==> config.mk <==
export PLATFORM = sky130hd
export DESIGN_NAME = tpc_timer_pair
export DESIGN_NICKNAME = d
export VERILOG_FILES = /design/src/hdl/tpc_pkg.sv /design/src/hdl/tpc_timer_pair.sv /design/src/hdl/tpc_half.sv
export SDC_FILE = /design/constraint.sdc
export NUM_CORES = 1
export LEC_CHECK = 0
export BUFFER_PORTS_ARGS = -buffer_cell sky130_fd_sc_hd__buf_2
export CORE_MARGIN = 1.5
export CORE_UTILIZATION = 54
export CTS_BUF_LIST = sky130_fd_sc_hd__clkbuf_4
export DETAILED_ROUTE_END_ITERATION = 10
export PLACE_DENSITY = 0.93
export SLEW_MARGIN = 20
export SYNTH_ARGS = -nofsm -noshare
export SYNTH_HDL_FRONTEND = slang
export SYNTH_SLANG_ARGS = --single-unit
==> constraint.sdc <==
create_clock -name ref_clk_in -period 3 [get_ports ref_clk_in]
set_input_delay 0 -clock ref_clk_in [delete_from_list [all_inputs] [get_ports ref_clk_in]]
set_output_delay 0 -clock ref_clk_in [all_outputs]
set_load 0.01 [all_outputs]
==> src/hdl/tpc_pkg.sv <==
// shared constants and types for the timer pair block
package tpc_pkg;
    localparam int unsigned TPC_HALF_W       = 16;
    localparam int unsigned TPC_ADDR_LO_W    = 8;
    localparam logic [7:0]  TPC_OFS_CTRL_EVN = 8'h00;
    localparam logic [7:0]  TPC_OFS_CTRL_ODD = 8'h04;
    localparam logic [7:0]  TPC_OFS_CNT_EVN  = 8'h08;
    localparam logic [7:0]  TPC_OFS_CNT_ODD  = 8'h0c;
    localparam int unsigned TPC_BIT_ON       = 15;
    localparam int unsigned TPC_BIT_SIDL     = 13;
    localparam int unsigned TPC_BIT_PAIR     = 3;
    localparam int unsigned TPC_BIT_CSRC     = 1;
    localparam int unsigned TPC_SYNC_STAGES  = 3;

    typedef struct packed {
        logic on;
        logic stop_idle;
        logic pair_mode_select;
        logic count_clock_source_select;
    } tpc_ctrl_s;

    localparam tpc_ctrl_s TPC_CTRL_RST = '{on: 1'h0, stop_idle: 1'h0,
                                           pair_mode_select: 1'h0,
                                           count_clock_source_select: 1'h0};
endpackage

==> src/hdl/tpc_timer_pair.sv <==
// even/odd timer pair with cascade and count clock select, AHB-Lite slave
// Operation
// - pair bit set joins even and odd into 32 bits; clear keeps two 16-bit
// - pair bit exists only in the even timer's control register
// - clock source bit: 1 counts external pin edges, 0 peripheral clock
// - in paired mode the odd timer's clock source bit has no effect
// - control bits 2 and 0 always read as zero
//
// Our own choices: the AHB-Lite register port and the register addresses.
module tpc_timer_pair
    import tpc_pkg::*;
#(
    parameter int unsigned W = TPC_HALF_W
) (
    input  wire logic        ref_clk_in,
    input  wire logic        rst_in,
    input  wire logic        hsel_in,
    input  wire logic [31:0] haddr_in,
    input  wire logic [1:0]  htrans_in,
    input  wire logic        hwrite_in,
    input  wire logic [2:0]  hsize_in,
    input  wire logic [31:0] hwdata_in,
    input  wire logic        hready_in,
    input  wire logic        idle_mode_in,
    input  wire logic        ext_clk_even_in,
    input  wire logic        ext_clk_odd_in,
    output logic      [31:0] hrdata_out,
    output logic             hreadyout_out,
    output logic             hresp_out
);
    typedef struct packed {
        tpc_ctrl_s                  ctrl_even;
        tpc_ctrl_s                  ctrl_odd;
        logic [TPC_SYNC_STAGES-1:0] sync_even;
        logic [TPC_SYNC_STAGES-1:0] sync_odd;
        logic                       wr_pend;
        logic                       rd_pend;
        logic                       rd_done;
        logic                       hit;
        logic [TPC_ADDR_LO_W-1:0]   addr;
        logic                       ready;
        logic                       resp;
        logic [31:0]                rdata;
    } tpc_state_s;

    tpc_state_s   s_q;
    tpc_state_s   s_d;
    logic [W-1:0] cnt_even;
    logic [W-1:0] cnt_odd;
    logic         carry_even;
    logic         inc_even;
    logic         inc_odd;
    logic         load_even;
    logic         load_odd;
    logic         edge_even;
    logic         edge_odd;
    logic         pair;
    logic         run_even;
    logic         run_odd;
    logic         accept;
    logic         wr_hit;

    // edge detect looks only at the second and third stages
    assign edge_even = s_q.sync_even[1] & ~s_q.sync_even[2];
    assign edge_odd  = s_q.sync_odd[1] & ~s_q.sync_odd[2];
    assign pair      = s_q.ctrl_even.pair_mode_select;

    // paired: idle stop honours the odd bit too, so software must clear it
    assign run_even = s_q.ctrl_even.on
                    & ~(idle_mode_in & s_q.ctrl_even.stop_idle)
                    & ~(pair & idle_mode_in & s_q.ctrl_odd.stop_idle);
    assign run_odd  = s_q.ctrl_odd.on & ~(idle_mode_in & s_q.ctrl_odd.stop_idle);

    assign inc_even = run_even
                    & (s_q.ctrl_even.count_clock_source_select ? edge_even : 1'b1);
    // odd half in pair mode follows only the even carry, its own source unused
    assign inc_odd  = pair ? carry_even
                    : run_odd & (s_q.ctrl_odd.count_clock_source_select ? edge_odd : 1'b1);

    assign accept    = hsel_in & hready_in & htrans_in[1];
    assign wr_hit    = s_q.wr_pend & s_q.hit;
    assign load_even = wr_hit & (s_q.addr == TPC_OFS_CNT_EVN);
    assign load_odd  = wr_hit & (s_q.addr == TPC_OFS_CNT_ODD);

    tpc_half #(.W(W)) u_even (
        .ref_clk_in  (ref_clk_in),
        .rst_in      (rst_in),
        .inc_in      (inc_even),
        .load_in     (load_even),
        .load_val_in (hwdata_in[W-1:0]),
        .count_out   (cnt_even),
        .carry_out   (carry_even)
    );

    tpc_half #(.W(W)) u_odd (
        .ref_clk_in  (ref_clk_in),
        .rst_in      (rst_in),
        .inc_in      (inc_odd),
        .load_in     (load_odd),
        .load_val_in (hwdata_in[W-1:0]),
        .count_out   (cnt_odd),
        .carry_out   ()
    );

    always_comb begin
        s_d = s_q;
        s_d.sync_even = {s_q.sync_even[TPC_SYNC_STAGES-2:0], ext_clk_even_in};
        s_d.sync_odd  = {s_q.sync_odd[TPC_SYNC_STAGES-2:0], ext_clk_odd_in};
        // write data phase: data stands now, registers take it at this edge
        if (wr_hit) begin
            unique case (s_q.addr)
                TPC_OFS_CTRL_EVN: begin
                    s_d.ctrl_even.on                        = hwdata_in[TPC_BIT_ON];
                    s_d.ctrl_even.stop_idle                 = hwdata_in[TPC_BIT_SIDL];
                    s_d.ctrl_even.pair_mode_select          = hwdata_in[TPC_BIT_PAIR];
                    s_d.ctrl_even.count_clock_source_select = hwdata_in[TPC_BIT_CSRC];
                end
                TPC_OFS_CTRL_ODD: begin
                    s_d.ctrl_odd.on                        = hwdata_in[TPC_BIT_ON];
                    s_d.ctrl_odd.stop_idle                 = hwdata_in[TPC_BIT_SIDL];
                    s_d.ctrl_odd.count_clock_source_select = hwdata_in[TPC_BIT_CSRC];
                end
                default: begin
                end
            endcase
        end
        s_d.wr_pend = 1'b0;
        // marks the cycle in which read data stands, for the checks below
        s_d.rd_done = s_q.rd_pend;
        // reads take one wait state so a write just before is always seen
        if (s_q.rd_pend) begin
            s_d.rdata   = '0;
            s_d.ready   = 1'b1;
            s_d.rd_pend = 1'b0;
            if (s_q.hit) begin
                unique case (s_q.addr)
                    TPC_OFS_CTRL_EVN: begin
                        s_d.rdata[TPC_BIT_ON]   = s_q.ctrl_even.on;
                        s_d.rdata[TPC_BIT_SIDL] = s_q.ctrl_even.stop_idle;
                        s_d.rdata[TPC_BIT_PAIR] = s_q.ctrl_even.pair_mode_select;
                        s_d.rdata[TPC_BIT_CSRC] = s_q.ctrl_even.count_clock_source_select;
                    end
                    TPC_OFS_CTRL_ODD: begin
                        s_d.rdata[TPC_BIT_ON]   = s_q.ctrl_odd.on;
                        s_d.rdata[TPC_BIT_SIDL] = s_q.ctrl_odd.stop_idle;
                        s_d.rdata[TPC_BIT_CSRC] = s_q.ctrl_odd.count_clock_source_select;
                    end
                    TPC_OFS_CNT_EVN: s_d.rdata[W-1:0] = cnt_even;
                    TPC_OFS_CNT_ODD: s_d.rdata[W-1:0] = cnt_odd;
                    default: s_d.rdata = '0;
                endcase
            end
        end
        if (accept) begin
            s_d.hit  = (haddr_in[31:TPC_ADDR_LO_W] == '0);
            s_d.addr = haddr_in[TPC_ADDR_LO_W-1:0];
            if (hwrite_in) begin
                s_d.wr_pend = 1'b1;
            end else begin
                s_d.rd_pend = 1'b1;
                s_d.ready   = 1'b0;
            end
        end
    end

    always_ff @(posedge ref_clk_in) begin
        if (rst_in) begin
            s_q           <= '0;
            s_q.ctrl_even <= TPC_CTRL_RST;
            s_q.ctrl_odd  <= TPC_CTRL_RST;
            s_q.ready     <= 1'b1;
        end else begin
            s_q <= s_d;
        end
    end

    assign hrdata_out    = s_q.rdata;
    assign hreadyout_out = s_q.ready;
    assign hresp_out     = s_q.resp;

    logic rd_done;
    assign rd_done = s_q.ready & s_q.rd_done & s_q.hit;
endmodule

==> src/hdl/tpc_half.sv <==
// one 16-bit half of a timer pair, with load and carry out
module tpc_half
    import tpc_pkg::*;
#(
    parameter int unsigned W = TPC_HALF_W
) (
    input  wire logic         ref_clk_in,
    input  wire logic         rst_in,
    input  wire logic         inc_in,
    input  wire logic         load_in,
    input  wire logic [W-1:0] load_val_in,
    output logic      [W-1:0] count_out,
    output logic              carry_out
);
    typedef struct packed {
        logic [W-1:0] count;
    } tpc_half_s;

    tpc_half_s s_q;
    tpc_half_s s_d;

    always_comb begin
        s_d = s_q;
        if (load_in) begin
            s_d.count = load_val_in;
        end else if (inc_in) begin
            s_d.count = s_q.count + {{(W-1){1'b0}}, 1'b1};
        end
    end

    always_ff @(posedge ref_clk_in) begin
        if (rst_in) begin
            s_q <= '0;
        end else begin
            s_q <= s_d;
        end
    end

    assign count_out = s_q.count;
    // carry only when this half really wraps on an increment
    assign carry_out = inc_in & ~load_in & (&s_q.count);
endmodule

### After elaboration in Yosys (flattened, before gate mapping)

Cells that the tools add are included.
Widths: inputs -> output; s select.

| word-level totals | value |
|---|---|
| word-level logic and storage cells | 76 |
| input port bits | 77 |
| register bits after elaboration | 89 |
| bits in latches | 0 |
| memory bits (writable) | 0 |
| output and inout bits | 34 |
| bits in read-only memories | 0 |
| memories kept | 0 |

| operators by class | value |
|---|---|
| shift operators | 0 |
| reduce and logical (&&, ||, !) cells | 8 |
| $add $sub $neg | 2 |
| equality and inequality tests | 3 |
| multiply operators | 0 |
| order comparisons | 0 |
| mux-type cells | 21 |
| bitwise gates (word level) | 25 |
| div/mod/pow operators | 0 |

Operators with widths:

| operator | number |
|---|---|
| $mux 16 | 5 |
| $add 16x1->16 const B | 2 |
| $logic_not 24->1 | 1 |
| $and 1x1->1 | 18 |
| $pmux 9 s2 | 1 |
| $eq 8x4->1 const B | 2 |
| $reduce_and 16->1 | 1 |
| $pmux 1 s4 | 3 |
| $eq 8x3->1 const B | 1 |
| $logic_not 8->1 | 1 |
| $mux 1 | 8 |
| $not 1->1 | 7 |
| $pmux 1 s2 | 3 |
| $reduce_and 2->1 | 2 |
| $reduce_bool 2->1 | 2 |
| $pmux 1 s3 | 1 |
| $reduce_or 2->1 | 1 |

### Logic depth before layout (Yosys ltp)

Gate-level depths: netlist (run 1).

| logic depth | value |
|---|---|
| depth after elaboration | 10 |
| gate-level depth with buffers | 8 |
| gate-level depth less buffers | 7 |

### Hierarchy

A second synthesis (run 1) with hierarchy kept.

| second synthesis, totals | value |
|---|---|
| cells, all modules | 458 |
| area, all modules | 3968.8 um2 |

Modules (own cells, without submodules):

| module | sequential area each (um2) | instances | area an instance (um2) | cells each |
|---|---|---|---|---|
| tpc_timer_pair | 820.8 | 1 | 2014.4 | 224 |
| tpc_half | 320.3 | 2 | 977.2 | 117 |

### Worst setup path after synthesis (run 1)

OpenSTA, ideal clock, no wires.

| timing path | value |
|---|---|
| path type | register -> register |
| from | register s_q, in the netlist pair |
| to | register u_odd.s_q, in the netlist u_odd.count_out[15] |
| path buffers | 0 |
| library setup time | 0.074 ns |
| required time | 2.926 ns |
| cell stages (with the launch flop) | 7 |
| setup slack | 0.895 ns |
| arrival time | 2.031 ns |
| path through | dfxtp_1 -> a21o_1 -> a221oi_4 -> nand3b_4 -> o311a_1 -> or4_1 -> a31oi_1 |

| between the ends | value |
|---|---|
| longest elaborated chain between the ends | 9 |

RTL lines:

| what | RTL line | RTL |
|---|---|---|
| start: declaration | tpc_timer_pair.sv:46 | `tpc_state_s s_q;` |
| $and 1x1->1 (2 in series) | tpc_timer_pair.sv:71 | `& ~(pair & idle_mode_in & s_q.ctrl_odd.stop_idle);` |
| $not 1->1 | tpc_timer_pair.sv:71 |  |
| $and 1x1->1 | tpc_timer_pair.sv:71 |  |
| $and 1x1->1 | tpc_timer_pair.sv:75 | `& (s_q.ctrl_even.count_clock_source_select ? edge_even : 1'b1);` |
| $and 1x1->1 (2 in series) | tpc_half.sv:41 | `assign carry_out = inc_in & ~load_in & (&s_q.count);` |
| $mux 1 (*) | tpc_timer_pair.sv:77 | `assign inc_odd = pair ? carry_even` |
| $reduce_bool 2->1 (no line) (*) | - |  |
| end signal: assignment | tpc_half.sv:33 | `s_q <= '0;` |
| end signal: assignment | tpc_half.sv:35 | `s_q <= s_d;` |
| end: declaration | tpc_half.sv:19 | `tpc_half_s s_q;` |

Every way passes the cells marked *; elsewhere a longest branch is shown, timed or not.
A chain may end at the register's enable or synchronous reset.

### Worst setup path after layout (run 1)

| timing path | value |
|---|---|
| from | input port haddr_in[19] |
| to | register s_q[42] in the netlist's numbering |

| between the ends | value |
|---|---|
| longest elaborated chain between the ends | 1 |

RTL lines:

| what | RTL line | RTL |
|---|---|---|
| start: declaration | tpc_timer_pair.sv:18 | `input wire logic [31:0] haddr_in,` |
| $logic_not 24->1 | tpc_timer_pair.sv:155 | `s_d.hit = (haddr_in[31:TPC_ADDR_LO_W] == '0);` |

No other way between the ends.

==> flow_summary.toml, run 1 <==
[outcome]
status = "completed"

[min_path]
min_to = "u_even.count_out[2]"
min_delay_path_depth = 4
hold_class = "primary input to register"
hold_start = "idle_mode_in"

[logic_synthesis]
seq_area_frac_synth_pct = 37.8
yosysTopAreaCellShare_pct = 37.8
synth-edff-count = 0
synth.avg_cell_area_um2 = 8.24
postSynthCellCount = 469
ys_seq_elements = 73
ys_types = 44
syn_area_mm2 = 0.00386
synthFlopType = "dfxtp_1"
yosys_warnings = 0
async_flop_share_pct = 0
synth_area_leaders = "dfxtp_1 (38%), buf_4 (6.4%), a21oi_1 (6.1%)"
synth_top_cell_by_area = "dfxtp_1"

[timing]
slew_headroom_pct = 25.4
hold_violations = 0
period_minus_slack_ns = 2.58
maxSlewViolCount = 0
rsz0062_at_grt = "false"
clock.fmax_mhz = 388
worst_pin_slew_ns = 1.12
finalSetupTns_ns = 0
setup_viol = 0
finClkSkew_ns = 0.0173
period_share_pct = 86.0

[layout]
syn2layout_area_growth_pct = 19.3
nets = 630
drive_above_1_share_pct = 19.6
n_antenna_cell = 0

[worst_setup_path]
rr_worst_depth = 7
cp_data_required_time_ns = 3.35
r2r_end = "u_odd.count_out[15]"
cp_max_fo = 1
cp.arrival_ns = 2.93
crit_type = "primary input to register"
critPathMaxStageDelay_ns = 0.60
cpMostUsedCell = "dlygate4sd3_1"
r2r_slack_ns = 0.56
startpoint_type = "primary input"
slowest_stage = "dlygate4sd3_1"
crit_chain = "dlygate4sd3_1, buf_2, nor4_1, dlygate4sd3_1, nand2_1, dlygate4sd3_1, nor3_1, dlygate4sd3_1, a21oi_1, nor2_1"
end_kind = "register"
rr_startpoint = "u_even.count_out[0]"

[global_route]
grt_usage_pct = 28.0
antenna_found_initial = 0
grt.overflow.total = 0
grt_pass1_wl_um = 16500
grt_pass1_vias = 3417
grt_max_degree = 64

[die]
coreArea_mm2 = 0.00687
ios = 111
dieArea_mm2 = 0.00767
start_util_pct = 56.3
die_h_um = 87.6
num_rows = 30
die_width_um = 87.6

[power]
vdd_drop_max_v = 0.000218
p_int_w = 0.00138
power_frac_seq_pct = 54.7
p_comb_share_pct = 7.2
pwr-share-clk_pct = 38.1
p_sw_w = 0.000417
leakagePower_nw = 1.79
switching_share_pct = 23.2
p_per_area_mw_per_mm2 = 391
p_total_w = 0.00180

[clock_tree]
cts_buffer_depth = 2
cts.repair.resized = 0
cts_root_buffer = "clkbuf_4"
cts-buffers-inserted = 9
cts.sink_count = 73
clk_latency_ns = 0.42
htree_levels = 3
cts_tree = "done"
clk_pin_slew_ns = 0.11

[detailed_routing]
drc = 0
drt_pre_antenna_iters = 5
num_vias = 3793
drt_iter0_drc = 428
wirelength_um = 10600
ant_nets = 0
routed_via_density = 5.83
detail_route.wl_per_cell_um = 16.2

[placement]
globalplace.congestion = 0.925
port_buffers = 73
dp.final_hpwl_um = 6800

[job]
maxCapViolCount = 0
[critical path: cells and delay by family]
kind | cells | cell delay, ns
and+or+nand+nor | 4 | 0.48
AOI/OAI and AO/OA | 1 | 0.05
buffers and inverters | 5 | 2.40
[synthesized netlist by cell type (7+ instances only)]
master and count:
a211oi_1 17, nand2_1 33, and2_1 11, nor2b_1 16
clkbuf_1 25, o21ai_0 17, mux2i_1 8, nand4_1 8
nand3_1 22, nor3b_1 7, nor2_1 47, buf_4 33
a22o_1 12, a21oi_1 47, nand2b_1 13, nor3_1 18
xnor2_1 10, dfxtp_1 73
[sequential cells by signal, summed over array words and instances (netlist names)]
register	flops
u_odd.count_out	16
s_d	5
u_even.count_out	16
pair	1
hreadyout_out	1
s_q	18
hrdata_out	16
[power by group through the flow]
stage / sequential [W] / clock, W / combinational, W
2_1_floorplan: 0.00100 / 0 / 0.0000636
3_3_place_gp: 0.00101 / 0 / 0.0000919
3_5_place_dp: 0.00101 / 0 / 0.0000948
4_1_cts: 0.000984 / 0.000686 / 0.000123
5_1_grt: 0.000986 / 0.000737 / 0.000138
6_report: 0.000985 / 0.000687 / 0.000130
[metrics by stage]
| stage | worst slack, ns | cells | utilization (%) | cell area [um^2] | hold slack (ns) |
|---|---|---|---|---|---|
| after floorplan | 0.895 | 485 | - | 3930 | 0.0887 |
| after global placement | 0.701 | 605 | 60.3 | 4140 | 0.201 |
| after detailed placement | 0.585 | 605 | 60.3 | 4140 | 0.203 |
| after CTS | 0.582 | 651 | 67.1 | 4610 | 0.0821 |
| after global routing | 0.330 | 651 | 67.1 | 4610 | 0.0861 |
| final | 0.420 | 651 | 67.1 | 4610 | 0.105 |
[placed cells by master, fill, tap and decap left out, types with 17 or more instances in the layout]
cell type,instances
nor2_1,47
nor3_1,18
dlygate4sd3_1,31
buf_2,73
o21ai_0,17
a211oi_1,17
conb_1,17
dfxtp_1,73
a21oi_1,47
nand3_1,22
nand2_1,33
[worst max-delay path by stage]
stage                              from                   to  slack, ns  cells past startpoint
floorplan                          pair  u_odd.count_out[15]       0.90                      6
detailed placement  u_even.count_out[0]  u_odd.count_out[15]       0.59                      7
CTS                        haddr_in[19]              s_q[42]       0.58                     10
global placement    u_even.count_out[0]   u_odd.count_out[0]       0.70                      8
finish                     haddr_in[19]              s_q[42]       0.42                     10
global route               haddr_in[19]              s_q[42]       0.33                     10
[cell families after synthesis]
family	after synthesis	synth area share, %
buf+inv	64	9.45
mux	11	3.82
simple gates	195	26.6
compound gates	108	18.2
fa+ha+maj	2	0.647
xor+xnor	15	3.40
other cells	1	0.0970
flops	73	37.8
[per-layer routing]
metal,part of all wire (%),GRT usage [%],up-vias
met5,0,0,-
met4,2.7,9.52,0
met3,7.9,7.82,34
met2,48,45.0,206
met1,41,36.2,1775
li1,-,-,1778
[layout make-up]
type                    instances  area, um^2
clock buffers                  10        75.1
inverters                       4        15.0
repair buffers                115         758
well taps                      96         120
fillers                       567        2260
multi-input cells             348        2100
flip-flops and latches         73        1460
clock inverters                 5        81.3
[what timing repair did]
item                      in CTS  in global routing
hold buffers                  31                  0
setup buffers                  0                  0
hold endpoints to repair      47                  0
Note: power is estimated with default switching activity, not from simulation.
==> inputs of run 2 (changes only) <==
PLACE_DENSITY = 0.83   (was 0.93)
==> flow_summary.toml, run 2 (synthesis results as in run 1) <==
[timing]
period_share_pct = 84.2
worst_pin_slew_ns = 0.899
rsz0062_at_grt = "false"
maxSlewViolCount = 0
hold_violations = 0
slew_headroom_pct = 40.1
setup_viol = 0
period_minus_slack_ns = 2.53
clock.fmax_mhz = 396
finClkSkew_ns = 0.0108
finalSetupTns_ns = 0

[placement]
place_area_mm2 = 0.00415
port_buffers = 73
dp.cells = 606
dp.final_hpwl_um = 6590
globalplace.congestion = 0.920

[clock_tree]
cts_root_buffer = "clkbuf_4"
htree_levels = 3
clk_pin_slew_ns = 0.11
cts_buffer_depth = 2
cts-buffers-inserted = 9
cts.repair.resized = 0
clk_latency_ns = 0.43
postCtsSetupRepairBufs = 0
cts.sink_count = 73
cts_tree = "done"

[worst_setup_path]
cp_data_required_time_ns = 3.36
end_kind = "register"
r2r_slack_ns = 0.59
startpoint_type = "primary input"
startpoint = "haddr_in[29]"
rr_startpoint = "u_even.count_out[0]"
cp_max_fo = 1
crit_type = "primary input to register"
cp.arrival_ns = 2.89

[layout]
largest_reg_flops = 18
design_area_mm2 = 0.00464
final_cells = 653
n_antenna_cell = 0
nets = 631
largest-register = "s_q"
drive_above_1_share_pct = 19.4
layout_common_cells = "dfxtp_1 (73), buf_2 (73), nor2_1 (47), a21oi_1 (47), nand2_1 (33)"
syn2layout_area_growth_pct = 20.0

[min_path]
hold_start = "idle_mode_in"
hold_class = "primary input to register"

[power]
p_sw_w = 0.000422
p_per_area_mw_per_mm2 = 405
p_int_w = 0.00146
power_frac_seq_pct = 52.4
switching_share_pct = 22.5
pwr-share-clk_pct = 40.7
vdd_drop_max_v = 0.000277
leakagePower_nw = 1.80
p_comb_share_pct = 6.9

[detailed_routing]
wirelength_um = 9960
num_vias = 3690
detail_route.wl_per_cell_um = 15.3
drt_iter0_drc = 306
drc = 0
ant_nets = 0
routed_via_density = 5.65
drt_pre_antenna_iters = 5

[die]
die_width_um = 87.6
num_rows = 30
die_h_um = 87.6
coreArea_mm2 = 0.00687
ios = 111
start_util_pct = 56.3
dieArea_mm2 = 0.00767

[job]
maxCapViolCount = 0

[global_route]
grt_usage_pct = 27.1
grt_pass1_vias = 3494
grt_pass1_wl_um = 16400
antenna_found_initial = 0
grt_max_degree = 51
grt.overflow.total = 0

[outcome]
status = "completed"
run 2: cell count changes in the layout (fill, tap and decap cells not counted):
cell / before / now
buf_4: 11 / 12
bufinv_16: 2 / 3
clkbuf_4: 10 / 9
clkinv_1: 0 / 3
clkinv_2: 1 / 0
clkinv_4: 1 / 0
run 2: final timing paths:
path         cells past startpoint                   to
max                             10              s_q[42]
min                              4  u_even.count_out[2]
max reg2reg                      8   u_odd.count_out[0]
min reg2reg                      1              s_d[51]
run 2: critical path, cell delays in order:
cell,delay [ns]
dlygate4sd3_1,0.55
buf_2,0.12
nor4_1,0.16
dlygate4sd3_1,0.59
nand4_1,0.06
dlygate4sd3_1,0.56
nor3_1,0.15
dlygate4sd3_1,0.57
a21oi_1,0.04
nor2_1,0.08
run 2: final cells by class:
| cell class | count | area [um^2] |
|---|---|---|
| clock buffer | 9 | 67.6 |
| tap | 96 | 120 |
| inverter | 4 | 15.0 |
| clock inverter | 7 | 109 |
| sequential | 73 | 1460 |
| timing repair buffer | 116 | 766 |
| multi-input combinational | 348 | 2100 |
| fill | 606 | 2230 |
run 2: what timing repair did:
item / 4_1_cts / 5_1_grt
hold endpoints to repair: 49 / 0
hold buffers: 31 / 0
setup endpoints to repair: 0 / 0
run 2: routing by layer:
metal | routed length (um) | global-route usage (%) | share of wire (%) | vias up
li1 | - | - | - | 1777
met1 | 4140 | 33.6 | 42 | 1719
met2 | 4830 | 45.1 | 49 | 159
met3 | 668 | 6.60 | 6.7 | 35
met4 | 323 | 11.5 | 3.2 | 0
met5 | 0 | 0 | 0 | -
run 2: power by group through the flow:
stage	clock [W]	combinational, W	sequential (W)
finish	0.000764	0.000130	0.000983
global placement	0	0.0000949	0.00100
global route	0.000808	0.000141	0.000985
CTS	0.000770	0.000125	0.000983
floorplan	0	0.0000636	0.00100
detailed placement	0	0.0000967	0.00101
run 2: metrics by stage:
step                worst slack, ns  util (%)  power (W)  hold slack [ns]
floorplan                     0.895         -    0.00107           0.0887
global placement              0.678      60.4    0.00110            0.208
detailed placement            0.624      60.4    0.00110            0.215
CTS                           0.468      67.5    0.00188           0.0604
global route                  0.378      67.5    0.00193           0.0988
finish                        0.474      67.5    0.00188           0.0735
